`src/pkg/hcocs_pkg.sv`:
```
// Function
// - 0..50% result maps to full..zero cooling
// - 50..100% result maps to zero..full heating
// - zero proportional band selects on-off per side
// - either integral zero turns both integrals off
// - cycle time accepted only for pulse outputs
// - on then off phase fills each cycle
// - function code off ignores both contacts
// - code 1: setpoint 2/1 and auto/manual
// - code 2: contact one hides key lock
// - code 3: setpoint is 1+in1+2*in2
// - code 4: setpoint 2/1 and stop/run
// - stopped drives preset output, rest keeps running
// - stop overrides manual output
// - four setpoint and PID groups, selected
// - setpoint number zero uses remote setpoint
// - setpoint ramps limited up and down
// - alarms one to three drive contacts
// - retransmit type 4 gives loop power only
// - retransmit one selectable quantity
// - codes 1 PV, 2 SP, 3 OUT, 4 loop
package hcocs_pkg;
   localparam int CLK_HZ = 40_000_000;
   localparam int TICK_MS = 10;
   localparam int TICK_CYCLES_DEF = CLK_HZ / 1000 * TICK_MS;
   localparam int DEBOUNCE_MS = 20;
   localparam logic [2:0] DEBOUNCE_TICKS = 3'(DEBOUNCE_MS / TICK_MS);
   localparam logic [6:0] TICKS_PER_SEC = 7'(1000 / TICK_MS);
   localparam logic [18:0] TICKS_PER_MIN = 19'(60 * 1000 / TICK_MS);
   localparam logic [18:0] TICKS_PER_HOUR = 19'(3600 * 1000 / TICK_MS);
   localparam logic [9:0] PCT_FULL = 10'h3E8;
   localparam logic [9:0] PCT_HALF = 10'h1F4;
   // register byte offsets
   localparam logic [7:0] OFS_CTRL = 8'h00;
   localparam logic [7:0] OFS_COMPUTE = 8'h04;
   localparam logic [7:0] OFS_PV = 8'h08;
   localparam logic [7:0] OFS_REMOTE = 8'h0C;
   localparam logic [7:0] OFS_LIMITS = 8'h10;
   localparam logic [7:0] OFS_MANPRE = 8'h14;
   localparam logic [7:0] OFS_CYCLE = 8'h18;
   localparam logic [7:0] OFS_RAMP = 8'h1C;
   localparam logic [7:0] OFS_ALARMS = 8'h20;
   localparam logic [7:0] OFS_COOL = 8'h24;
   localparam logic [7:0] OFS_SP_BASE = 8'h30;
   localparam logic [7:0] OFS_PID_BASE = 8'h40;
   localparam logic [7:0] OFS_STATUS = 8'h50;
   localparam logic [7:0] OFS_TARGET = 8'h54;
   localparam logic [7:0] OFS_OUTPUTS = 8'h58;
   localparam logic [7:0] OFS_RETX = 8'h5C;
   localparam logic [7:0] OFS_ACT_PID = 8'h60;
   // control register fields
   localparam int FC_LSB = 0;
   localparam int OT_LSB = 3;
   localparam int RET_LSB = 5;
   localparam int HC_BIT = 8;
   localparam int TMU_BIT = 9;
   localparam int STOP_BIT = 10;
   localparam int MAN_BIT = 11;
   localparam int SPSEL_LSB = 12;
   // reset values
   localparam logic [31:0] CTRL_RST = 32'h0000_1029;
   localparam logic [31:0] LIMITS_RST = 32'h03E8_0000;
   localparam logic [7:0] CYCLE_RST = 8'h1E;
   typedef enum logic [2:0] {
      FC_OFF = 3'h0, FC_SP_AM = 3'h1, FC_LOCK = 3'h2, FC_SP4 = 3'h3, FC_SP_STOP = 3'h4
   } hcocs_fc_t;
   typedef enum logic [1:0] {
      OT_CURRENT = 2'h0, OT_RELAY = 2'h1, OT_VPULSE = 2'h2
   } hcocs_ot_t;
   typedef enum logic [2:0] {
      RET_PV = 3'h1, RET_SP = 3'h2, RET_OUT = 3'h3, RET_LOOP = 3'h4
   } hcocs_ret_t;
   typedef struct packed {
      logic read;
      logic write;
      logic [7:0] address;
      logic [31:0] writedata;
   } hcocs_av_req_t;
endpackage : hcocs_pkg

```
`src/rtl/hcocs_top.sv`:
```
`timescale 1ns/1ps
`default_nettype none
module hcocs_top #(
   parameter int TICK_CYCLES = hcocs_pkg::TICK_CYCLES_DEF
) (
   input wire logic clock,
   input wire logic reset_n,
   input wire hcocs_pkg::hcocs_av_req_t av_req,
   output logic av_waitrequest,
   output logic [31:0] av_readdata,
   input wire logic contact_input_one,
   input wire logic contact_input_two,
   output logic contact_output_one,
   output logic contact_output_two,
   output logic contact_output_three,
   output logic pulse_output,
   output logic [9:0] heat_output,
   output logic [9:0] cool_output,
   output logic [15:0] retransmit_value,
   output logic loop_power_enable,
   output logic key_lock_hidden,
   output logic run_stopped,
   output logic auto_mode
);
   import hcocs_pkg::*;

   localparam logic [18:0] TICK_LAST = 19'(TICK_CYCLES - 1);

   // percent helpers, tenths of a percent
   function automatic logic [9:0] cool_of(input logic [9:0] c);
      cool_of = (c < PCT_HALF) ? 10'((PCT_HALF - c) << 1) : 10'h000;
   endfunction : cool_of

   function automatic logic [9:0] heat_of(input logic [9:0] c);
      heat_of = (c > PCT_HALF) ? 10'((c - PCT_HALF) << 1) : 10'h000;
   endfunction : heat_of

   function automatic logic [9:0] clamp(input logic [9:0] v, input logic [9:0] lo, input logic [9:0] hi);
      clamp = (v < lo) ? lo : ((v > hi) ? hi : v);
   endfunction : clamp

   logic ack;
   logic req;
   logic wr_en;
   logic rd_cap;
   logic [31:0] ctrl;
   logic [9:0] compute;
   logic [15:0] pv;
   logic [15:0] remote_sp;
   logic [31:0] limits;
   logic [31:0] manpre;
   logic [7:0] cycle_time;
   logic [31:0] ramp;
   logic [2:0] alarms;
   logic [15:0] coolg;
   logic [15:0] sp_grp [4];
   logic [23:0] pid_grp [4];
   logic [18:0] tick_cnt;
   logic tick;
   logic [1:0] ci_meta;
   logic [1:0] ci_sync;
   logic [1:0] ci_prev;
   logic [1:0] ci_db;
   logic [2:0] db_cnt;
   hcocs_fc_t fc;
   hcocs_ot_t ot;
   hcocs_ret_t ret;
   logic [2:0] ci_sp;
   logic ci_am_ctl;
   logic ci_stop;
   logic ci_hide;
   logic stopped;
   logic is_auto;
   logic [2:0] sel;
   logic [1:0] grp;
   logic [15:0] raw_sp;
   logic [15:0] target;
   logic [18:0] ramp_acc;
   logic [18:0] unit_ticks;
   logic [19:0] acc_up;
   logic [19:0] acc_dn;
   logic [23:0] pid;
   logic heat_onoff;
   logic cool_onoff;
   logic integ_off;
   logic hc;
   logic tp;
   logic [9:0] mv;
   logic [9:0] next_mv;
   logic [9:0] next_heat;
   logic [9:0] next_cool;
   logic [14:0] per_cnt;
   logic [14:0] per_len;
   logic [14:0] on_ticks;
   logic [17:0] on_prod;

   // avalon slave: one wait cycle, then answer
   assign req = av_req.read | av_req.write;
   assign av_waitrequest = req & ~ack;
   assign wr_en = av_req.write & ack;
   assign rd_cap = av_req.read & ~ack;

   always_ff @(posedge clock or negedge reset_n) begin
      if (!reset_n) begin
         ack <= 1'b0;
      end else begin
         ack <= req & ~ack;
      end
   end

   assign fc = hcocs_fc_t'(ctrl[FC_LSB +: 3]);
   assign ot = hcocs_ot_t'(ctrl[OT_LSB +: 2]);
   assign ret = hcocs_ret_t'(ctrl[RET_LSB +: 3]);
   assign hc = ctrl[HC_BIT];
   assign tp = (ot == OT_RELAY) || (ot == OT_VPULSE);

   // software written configuration
   always_ff @(posedge clock or negedge reset_n) begin
      if (!reset_n) begin
         ctrl <= CTRL_RST;
         compute <= 10'h000;
         pv <= 16'h0000;
         remote_sp <= 16'h0000;
         limits <= LIMITS_RST;
         manpre <= 32'h0000_0000;
         ramp <= 32'h0000_0000;
         alarms <= 3'h0;
         coolg <= 16'h0000;
      end else if (wr_en) begin
         case (av_req.address)
            OFS_CTRL: ctrl <= av_req.writedata;
            OFS_COMPUTE: compute <= av_req.writedata[9:0];
            OFS_PV: pv <= av_req.writedata[15:0];
            OFS_REMOTE: remote_sp <= av_req.writedata[15:0];
            OFS_LIMITS: limits <= av_req.writedata;
            OFS_MANPRE: manpre <= av_req.writedata;
            OFS_RAMP: ramp <= av_req.writedata;
            OFS_ALARMS: alarms <= av_req.writedata[2:0];
            OFS_COOL: coolg <= av_req.writedata[15:0];
            default: ;
         endcase
      end
   end

   always_ff @(posedge clock or negedge reset_n) begin
      if (!reset_n) begin
         cycle_time <= CYCLE_RST;
      end else if (wr_en && av_req.address == OFS_CYCLE && tp) begin
         cycle_time <= av_req.writedata[7:0];
      end
   end

   always_ff @(posedge clock or negedge reset_n) begin
      if (!reset_n) begin
         for (int i = 0; i < 4; i++) begin
            sp_grp[i] <= 16'h0000;
            pid_grp[i] <= 24'h000000;
         end
      end else if (wr_en) begin
         for (int i = 0; i < 4; i++) begin
            if (av_req.address == OFS_SP_BASE + 8'(4 * i)) begin
               sp_grp[i] <= av_req.writedata[15:0];
            end
            if (av_req.address == OFS_PID_BASE + 8'(4 * i)) begin
               pid_grp[i] <= av_req.writedata[23:0];
            end
         end
      end
   end

   // time base tick
   always_ff @(posedge clock or negedge reset_n) begin
      if (!reset_n) begin
         tick_cnt <= 19'h00000;
         tick <= 1'b0;
      end else begin
         tick <= (tick_cnt == TICK_LAST);
         tick_cnt <= (tick_cnt == TICK_LAST) ? 19'h00000 : tick_cnt + 19'h00001;
      end
   end

   always_ff @(posedge clock or negedge reset_n) begin
      if (!reset_n) begin
         ci_meta <= 2'h0;
         ci_sync <= 2'h0;
      end else begin
         ci_meta <= {contact_input_two, contact_input_one};
         ci_sync <= ci_meta;
      end
   end

   always_ff @(posedge clock or negedge reset_n) begin
      if (!reset_n) begin
         ci_prev <= 2'h0;
         ci_db <= 2'h0;
         db_cnt <= 3'h0;
      end else if (tick) begin
         ci_prev <= ci_sync;
         if (ci_sync != ci_prev) begin
            db_cnt <= 3'h0;
         end else if (db_cnt < DEBOUNCE_TICKS) begin
            db_cnt <= db_cnt + 3'h1;
         end else begin
            ci_db <= ci_prev;
         end
      end
   end

   // contact function decode
   always_comb begin
      ci_sp = 3'h0;
      ci_am_ctl = 1'b0;
      ci_stop = 1'b0;
      ci_hide = 1'b0;
      case (fc)
         FC_SP_AM: begin
            ci_sp = ci_db[0] ? 3'h2 : 3'h1;
            ci_am_ctl = 1'b1;
         end
         FC_LOCK: ci_hide = ci_db[0];
         FC_SP4: ci_sp = 3'h1 + {1'b0, ci_db[1], ci_db[0]};
         FC_SP_STOP: begin
            ci_sp = ci_db[0] ? 3'h2 : 3'h1;
            ci_stop = ci_db[1];
         end
         default: ci_sp = 3'h0;
      endcase
   end

   assign stopped = ctrl[STOP_BIT] | ci_stop;
   assign is_auto = ci_am_ctl ? ci_db[1] : ~ctrl[MAN_BIT];

   assign sel = (ci_sp != 3'h0) ? ci_sp : ctrl[SPSEL_LSB +: 3];
   assign grp = (sel > 3'h4) ? 2'h3 : 2'(sel - 3'h1);
   assign raw_sp = (sel == 3'h0) ? remote_sp : sp_grp[grp];
   assign pid = pid_grp[grp];

   assign unit_ticks = ctrl[TMU_BIT] ? TICKS_PER_HOUR : TICKS_PER_MIN;
   assign acc_up = {1'b0, ramp_acc} + {4'h0, ramp[15:0]};
   assign acc_dn = {1'b0, ramp_acc} + {4'h0, ramp[31:16]};

   always_ff @(posedge clock or negedge reset_n) begin
      if (!reset_n) begin
         target <= 16'h0000;
         ramp_acc <= 19'h00000;
      end else if (tick) begin
         if (target < raw_sp) begin
            if (ramp[15:0] == 16'h0000) begin
               target <= raw_sp;
            end else if (acc_up >= {1'b0, unit_ticks}) begin
               target <= target + 16'h0001;
               ramp_acc <= 19'(acc_up - {1'b0, unit_ticks});
            end else begin
               ramp_acc <= acc_up[18:0];
            end
         end else if (target > raw_sp) begin
            if (ramp[31:16] == 16'h0000) begin
               target <= raw_sp;
            end else if (acc_dn >= {1'b0, unit_ticks}) begin
               target <= target - 16'h0001;
               ramp_acc <= 19'(acc_dn - {1'b0, unit_ticks});
            end else begin
               ramp_acc <= acc_dn[18:0];
            end
         end else begin
            ramp_acc <= 19'h00000;
         end
      end
   end

   assign heat_onoff = (pid[7:0] == 8'h00);
   assign cool_onoff = hc & (coolg[7:0] == 8'h00);
   assign integ_off = ~heat_onoff & ~cool_onoff & ((pid[15:8] == 8'h00) | (hc & coolg[15:8] == 8'h00));

   // unsplit output selection
   always_comb begin
      next_mv = clamp(compute, limits[9:0], limits[25:16]);
      if (!hc && heat_onoff) begin
         next_mv = (pv < target) ? PCT_FULL : 10'h000;
      end
      if (!is_auto) begin
         next_mv = manpre[9:0];
      end
      if (stopped) begin
         next_mv = manpre[25:16];
      end
   end

   // heating and cooling split
   always_comb begin
      next_heat = next_mv;
      next_cool = 10'h000;
      if (hc) begin
         next_cool = cool_of(next_mv);
         next_heat = heat_of(next_mv);
         if (is_auto && !stopped && heat_onoff) begin
            next_heat = (pv < target) ? PCT_FULL : 10'h000;
         end
         if (is_auto && !stopped && cool_onoff) begin
            next_cool = (pv > target) ? PCT_FULL : 10'h000;
         end
      end
   end

   // registered control outputs
   always_ff @(posedge clock or negedge reset_n) begin
      if (!reset_n) begin
         mv <= 10'h000;
         heat_output <= 10'h000;
         cool_output <= 10'h000;
      end else begin
         mv <= next_mv;
         heat_output <= next_heat;
         cool_output <= next_cool;
      end
   end

   assign per_len = 15'(cycle_time) * 15'(TICKS_PER_SEC);
   assign on_prod = heat_output * cycle_time;

   always_ff @(posedge clock or negedge reset_n) begin
      if (!reset_n) begin
         per_cnt <= 15'h0000;
         on_ticks <= 15'h0000;
         pulse_output <= 1'b0;
      end else begin
         pulse_output <= tp & (per_cnt < on_ticks);
         if (tick) begin
            if (per_cnt + 15'h0001 >= per_len) begin
               per_cnt <= 15'h0000;
               on_ticks <= 15'(on_prod / 18'd10);
            end else begin
               per_cnt <= per_cnt + 15'h0001;
            end
         end
      end
   end

   // status, retransmission and contact outputs
   always_ff @(posedge clock or negedge reset_n) begin
      if (!reset_n) begin
         contact_output_one <= 1'b0;
         contact_output_two <= 1'b0;
         contact_output_three <= 1'b0;
         retransmit_value <= 16'h0000;
         loop_power_enable <= 1'b0;
         key_lock_hidden <= 1'b0;
         run_stopped <= 1'b0;
         auto_mode <= 1'b0;
      end else begin
         contact_output_one <= alarms[0];
         contact_output_two <= alarms[1];
         contact_output_three <= alarms[2];
         key_lock_hidden <= ci_hide;
         run_stopped <= stopped;
         auto_mode <= is_auto;
         loop_power_enable <= (ret == RET_LOOP);
         case (ret)
            RET_PV: retransmit_value <= pv;
            RET_SP: retransmit_value <= target;
            RET_OUT: retransmit_value <= {6'h00, mv};
            default: retransmit_value <= 16'h0000;
         endcase
      end
   end

   // read data captured in the wait cycle
   always_ff @(posedge clock or negedge reset_n) begin
      if (!reset_n) begin
         av_readdata <= 32'h0000_0000;
      end else if (rd_cap) begin
         av_readdata <= 32'h0000_0000;
         case (av_req.address)
            OFS_CTRL: av_readdata <= ctrl;
            OFS_COMPUTE: av_readdata <= {22'h000000, compute};
            OFS_PV: av_readdata <= {16'h0000, pv};
            OFS_REMOTE: av_readdata <= {16'h0000, remote_sp};
            OFS_LIMITS: av_readdata <= limits;
            OFS_MANPRE: av_readdata <= manpre;
            OFS_CYCLE: av_readdata <= {24'h000000, cycle_time};
            OFS_RAMP: av_readdata <= ramp;
            OFS_ALARMS: av_readdata <= {29'h00000000, alarms};
            OFS_COOL: av_readdata <= {16'h0000, coolg};
            OFS_STATUS: av_readdata <= {16'h0000, ci_db, integ_off, cool_onoff, heat_onoff,
                                        pulse_output, auto_mode, run_stopped, key_lock_hidden, 4'h0, sel};
            OFS_TARGET: av_readdata <= {16'h0000, target};
            OFS_OUTPUTS: av_readdata <= {6'h00, cool_output, 6'h00, heat_output};
            OFS_RETX: av_readdata <= {15'h0000, loop_power_enable, retransmit_value};
            OFS_ACT_PID: av_readdata <= {8'h00, pid[23:16], integ_off ? 8'h00 : pid[15:8], pid[7:0]};
            default: begin
               for (int i = 0; i < 4; i++) begin
                  if (av_req.address == OFS_SP_BASE + 8'(4 * i)) begin
                     av_readdata <= {16'h0000, sp_grp[i]};
                  end
                  if (av_req.address == OFS_PID_BASE + 8'(4 * i)) begin
                     av_readdata <= {8'h00, pid_grp[i]};
                  end
               end
            end
         endcase
      end
   end
endmodule : hcocs_top
`default_nettype wire

```
`config.mk`:
```
export PLATFORM = sky130hd
export DESIGN_NAME = hcocs_top
export DESIGN_NICKNAME = d
export VERILOG_FILES = /design/src/pkg/hcocs_pkg.sv /design/src/rtl/hcocs_top.sv
export SDC_FILE = /design/constraint.sdc
export NUM_CORES = 2
export LEC_CHECK = 0
export ABC_AREA = 1
export BUFFER_PORTS_ARGS = -buffer_cell sky130_fd_sc_hd__buf_2
export CELL_PAD_IN_SITES_DETAIL_PLACEMENT = 1
export CELL_PAD_IN_SITES_GLOBAL_PLACEMENT = 2
export CORE_UTILIZATION = 35
export CTS_CLUSTER_SIZE = 25
export DETAILED_ROUTE_END_ITERATION = 10
export PLACE_DENSITY_LB_ADDON = 0.1
export SLEW_MARGIN = 10
export SYNTH_ARGS = -nofsm -noshare
export SYNTH_HDL_FRONTEND = slang
export SYNTH_SLANG_ARGS = --single-unit
```
`constraint.sdc`:
```
create_clock -name clock -period 25.5 [get_ports clock]
set_clock_uncertainty 0.15 [all_clocks]
set_input_delay 5.1 -clock clock [delete_from_list [all_inputs] [get_ports clock]]
set_output_delay 5.1 -clock clock [all_outputs]
set_load 0.005 [all_outputs]
```
==> impl_metrics.xml <==
<?xml version="1.0" encoding="UTF-8"?>
<metrics>
  <group name="outcome">
    <metric name="outcome" unit="">complete, no violations</metric>
  </group>
  <group name="synthesis">
    <metric name="compound_gate_portion_of_the_synthesized_area" unit="">0.1914</metric>
    <metric name="synthMuxAreaShare" unit="">0.0002877</metric>
    <metric name="main_combinational_cell_family_by_area_after_synthesis" unit="">simple AND/OR/NAND/NOR gates</metric>
    <metric name="synthesis.area" unit="mm²">0.03479</metric>
    <metric name="edff_count_synth" unit="">0</metric>
    <metric name="synth_cell_types" unit="">67</metric>
    <metric name="syn_avg_cell_area" unit="µm²">7.621</metric>
    <metric name="synth_fp_nets" unit="">4868</metric>
    <metric name="synth_flop_cell" unit="">sky130_fd_sc_hd__dfrtp_1</metric>
    <metric name="sequential_area_share_after_synthesis" unit="">0.3882</metric>
    <metric name="synthAdderAreaFrac" unit="">0.1043</metric>
    <metric name="synth_seq_cells" unit="">539</metric>
    <metric name="area_share_of_and_or_nand_nor_cells_after_synthesis" unit="">0.2031</metric>
    <metric name="post_synth_inst_count" unit="">4565</metric>
    <metric name="yosys_warnings" unit="">0</metric>
    <metric name="yosys.area_share.xor_xnor" unit="">0.02618</metric>
    <metric name="synthArstFlopShare" unit="">1.000</metric>
  </group>
  <group name="placement">
    <metric name="pre_cts_ws" unit="ns">14.76</metric>
    <metric name="dp.final_hpwl" unit="mm">103.5</metric>
    <metric name="place.port_buffers" unit="">121</metric>
    <metric name="numPlacedInstances" unit="">5838</metric>
    <metric name="globalplace.congestion" unit="">0.9293</metric>
  </group>
  <group name="cells_and_area">
    <metric name="stdcell_count" unit="">5965</metric>
    <metric name="layout_commonest_cell" unit="">sky130_fd_sc_hd__nand2_1</metric>
    <metric name="fill_cells" unit="">12070</metric>
    <metric name="most-common-layout-cells" unit="">sky130_fd_sc_hd__nand2_1 (1103), sky130_fd_sc_hd__o21ai_0 (632), sky130_fd_sc_hd__inv_1 (571), sky130_fd_sc_hd__dfrtp_1 (525), sky130_fd_sc_hd__nor2_1 (253)</metric>
    <metric name="final-seq-area" unit="mm²">0.01351</metric>
    <metric name="multi_input_gate_area_in_the_final_layout" unit="mm²">0.01835</metric>
    <metric name="area_growth" unit="%">12.70</metric>
    <metric name="drive_above_1_share" unit="">0.08426</metric>
    <metric name="finish.net_count" unit="">4925</metric>
    <metric name="finalCoreUtilization" unit="">0.3984</metric>
  </group>
  <group name="floorplanning">
    <metric name="design.portCount" unit="">123</metric>
    <metric name="start_util" unit="">0.3535</metric>
    <metric name="fp.dieArea" unit="mm²">0.1007</metric>
    <metric name="dieHeight" unit="µm">317.3</metric>
    <metric name="design.core.area" unit="mm²">0.09842</metric>
    <metric name="fp.dieW" unit="µm">317.3</metric>
    <metric name="rows" unit="">115</metric>
  </group>
  <group name="setup_path">
    <metric name="cp_data_arrival_time" unit="ns">5.49</metric>
    <metric name="crit_type" unit="">in -&gt; out</metric>
    <metric name="worst-path-max-fanout" unit="">2</metric>
    <metric name="cp-start-kind" unit="">input port</metric>
    <metric name="path_buf_inv" unit="">2</metric>
    <metric name="crit_path_end_kind" unit="">output port</metric>
    <metric name="cpLargestDelayFamily" unit="">buffers and inverters</metric>
    <metric name="timing.critical_path.slowest_cell_delay" unit="ns">0.12</metric>
    <metric name="cp.required" unit="ns">20.25</metric>
    <metric name="critPathSlowestCell" unit="">sky130_fd_sc_hd__buf_2</metric>
    <metric name="crit_chain" unit="">buf_2 -&gt; nor2_1 -&gt; nor2_1 -&gt; buf_2</metric>
  </group>
  <group name="pwr">
    <metric name="leakage" unit="nW">19.25</metric>
    <metric name="p_int" unit="W">0.001596</metric>
    <metric name="proportion_of_power_drawn_by_the_clock_network" unit="">0.451</metric>
    <metric name="post-layout-total-power" unit="W">0.002320</metric>
    <metric name="switching_share" unit="">0.3120</metric>
    <metric name="comb_power_share" unit="">0.146</metric>
    <metric name="power.sequential.fraction" unit="">0.403</metric>
    <metric name="max-vdd-ir-drop" unit="mV">0.05008</metric>
    <metric name="switching_power" unit="W">0.0007239</metric>
    <metric name="power_density" unit="mW/mm²">59.17</metric>
  </group>
  <group name="global_route">
    <metric name="number_of_global_route_vias_before_repair" unit="">32890</metric>
    <metric name="groute.usage.overall" unit="">0.2823</metric>
    <metric name="antenna_found_initial" unit="">8</metric>
    <metric name="global_route_wire_length_before_repair" unit="mm">213.3</metric>
    <metric name="pin_count_of_the_biggest_net_entering_global_routing" unit="">110</metric>
    <metric name="grt-ovfl-total" unit="">0</metric>
  </group>
  <group name="drt">
    <metric name="detail-route-antenna-nets" unit="">0</metric>
    <metric name="route.final.wire_length" unit="mm">140.4</metric>
    <metric name="detailed_routing_iterations_pass_1" unit="">5</metric>
    <metric name="post-route-drc-count" unit="">0</metric>
    <metric name="drt_first_iter_violations" unit="">2275</metric>
    <metric name="drt-wirelength-per-cell" unit="µm">23.54</metric>
    <metric name="num_vias" unit="">32350</metric>
    <metric name="post_drt_via_cell_ratio" unit="">5.423</metric>
  </group>
  <group name="cts">
    <metric name="cts_hold_buf" unit="">0</metric>
    <metric name="post_cts_resized" unit="">0</metric>
    <metric name="clock_latency" unit="ns">0.66</metric>
    <metric name="clock_sinks" unit="">539</metric>
    <metric name="cts.htree.levels" unit="">3</metric>
    <metric name="post_cts_buffers" unit="">0</metric>
    <metric name="cts_tree" unit="">built</metric>
    <metric name="cts_root_buf" unit="">sky130_fd_sc_hd__clkbuf_16</metric>
    <metric name="clkSlewWorstSetupHoldPaths" unit="ns">0.05</metric>
    <metric name="ctsLongestPathBuffers" unit="">3</metric>
    <metric name="cts_made_buffers" unit="">69</metric>
  </group>
  <group name="timing">
    <metric name="tns" unit="ns">0</metric>
    <metric name="max_clock_freq" unit="GHz">0.09314</metric>
    <metric name="drv_slew" unit="">0</metric>
    <metric name="period_minus_ws_final" unit="ns">10.74</metric>
    <metric name="finalCritPeriodShare" unit="">0.4210</metric>
    <metric name="setup_slack" unit="ns">14.76</metric>
    <metric name="worst_pin_slew" unit="ns">1.202</metric>
    <metric name="setup-violations-final" unit="">0</metric>
    <metric name="relSlewSlack" unit="">0.1968</metric>
    <metric name="final-hold-violation-count" unit="">0</metric>
    <metric name="rsz0062_at_grt" unit="">no</metric>
  </group>
  <group name="job">
    <metric name="maxCapViolCount" unit="">0</metric>
  </group>
  <group name="worst_hold_path">
    <metric name="worst_hold_path_type" unit="">reg -&gt; reg</metric>
  </group>
</metrics>
routing by layer:
metal | track usage | vias up | share of wire
li1 | - | 15320 | -
met1 | 0.4060 | 16120 | 0.48
met2 | 0.4427 | 704 | 0.44
met3 | 0.03476 | 198 | 0.042
met4 | 0.08264 | 8 | 0.031
met5 | 0 | - | 0.00043
cells in the mapped netlist (13+ instances only):
cell	count	area share
sky130_fd_sc_hd__a2111oi_0	16	0.0040
sky130_fd_sc_hd__a211oi_1	16	0.0035
sky130_fd_sc_hd__a21o_1	13	0.0028
sky130_fd_sc_hd__a21oi_1	190	0.027
sky130_fd_sc_hd__a221oi_1	49	0.012
sky130_fd_sc_hd__a31oi_1	37	0.0067
sky130_fd_sc_hd__clkbuf_1	188	0.020
sky130_fd_sc_hd__clkinv_1	13	0.0014
sky130_fd_sc_hd__dfrtp_1	525	0.38
sky130_fd_sc_hd__dfstp_2	14	0.011
sky130_fd_sc_hd__fa_1	55	0.032
sky130_fd_sc_hd__ha_1	202	0.073
sky130_fd_sc_hd__inv_1	573	0.062
sky130_fd_sc_hd__inv_2	14	0.0015
sky130_fd_sc_hd__nand2_1	1108	0.12
sky130_fd_sc_hd__nand2_2	32	0.0058
sky130_fd_sc_hd__nand3_1	176	0.025
sky130_fd_sc_hd__nand4_1	40	0.0072
sky130_fd_sc_hd__nor2_1	261	0.028
sky130_fd_sc_hd__nor3_1	43	0.0062
sky130_fd_sc_hd__nor4_1	27	0.0049
sky130_fd_sc_hd__o2111ai_1	15	0.0038
sky130_fd_sc_hd__o211ai_1	39	0.0084
sky130_fd_sc_hd__o21ai_0	633	0.091
sky130_fd_sc_hd__o221ai_1	23	0.0058
sky130_fd_sc_hd__o22ai_1	37	0.0067
sky130_fd_sc_hd__o31ai_1	15	0.0032
sky130_fd_sc_hd__xnor2_1	23	0.0058
sky130_fd_sc_hd__xor2_1	81	0.020
through the flow:
step	area, µm²	hold WS, ns
floorplan	34790	0.1812
detailed placement	36810	0.1904
global placement	36810	0.1926
global route	39210	0.2172
finish	39210	0.2002
CTS	39210	0.2032
flip-flops by register name, indices dropped and copies added, names as in the netlist, 16 cells and up:
register,count
ctrl,32
tick_cnt,19
remote_sp,16
pv,16
av_readdata,32
ramp_acc,19
ramp,32
retransmit_value,16
coolg,16
limits,32
pid_grp,96
sp_grp,64
manpre,32
target,16
area by class of cell:
class	count	area share
clock buffers	101	0.05281
inverters	600	0.05744
flip-flops and latches	539	0.3444
repair buffers	185	0.02795
clock inverters	24	0.008201
multi-input cells	3227	0.4680
well taps	1287	0.04107
diodes	2	0.0001276
power by group through the flow:
stage,combinational (W),clock [W],sequential [W]
after floorplan,0.000199,0,0.000913
after global placement,0.000332,0,0.000951
after detailed placement,0.000335,0,0.000951
after CTS,0.000336,0.00107,0.000935
after global routing,0.000370,0.00110,0.000939
final,0.000338,0.00105,0.000936
cell families (layout without fill, tap and decap cells):
group | Yosys count | after routing
and+or+nand+nor | 1714 | 1714
AOI/OAI and AO/OA | 1150 | 1150
buffers and inverters | 799 | 910
DFF | 539 | 539
adders and majority gates | 257 | 257
xor gates and xnor gates | 104 | 104
other | 1 | 3
muxes | 1 | 1
final timing paths:
path,slack [ns],cells after the start,from,endpoint
min reg2reg,0.20,0,ci_meta[0],ci_sync[0]
max reg2reg,15.95,69,cycle_time[5],on_ticks[0]
min in group asynchronous,4.34,1,reset_n,ci_sync[0]
max,14.76,4,av_req[40],av_waitrequest
min,0.20,0,ci_meta[0],ci_sync[0]
max in group asynchronous,17.86,4,reset_n,ramp_acc[9]
Power figures use the tool's default switching activity.
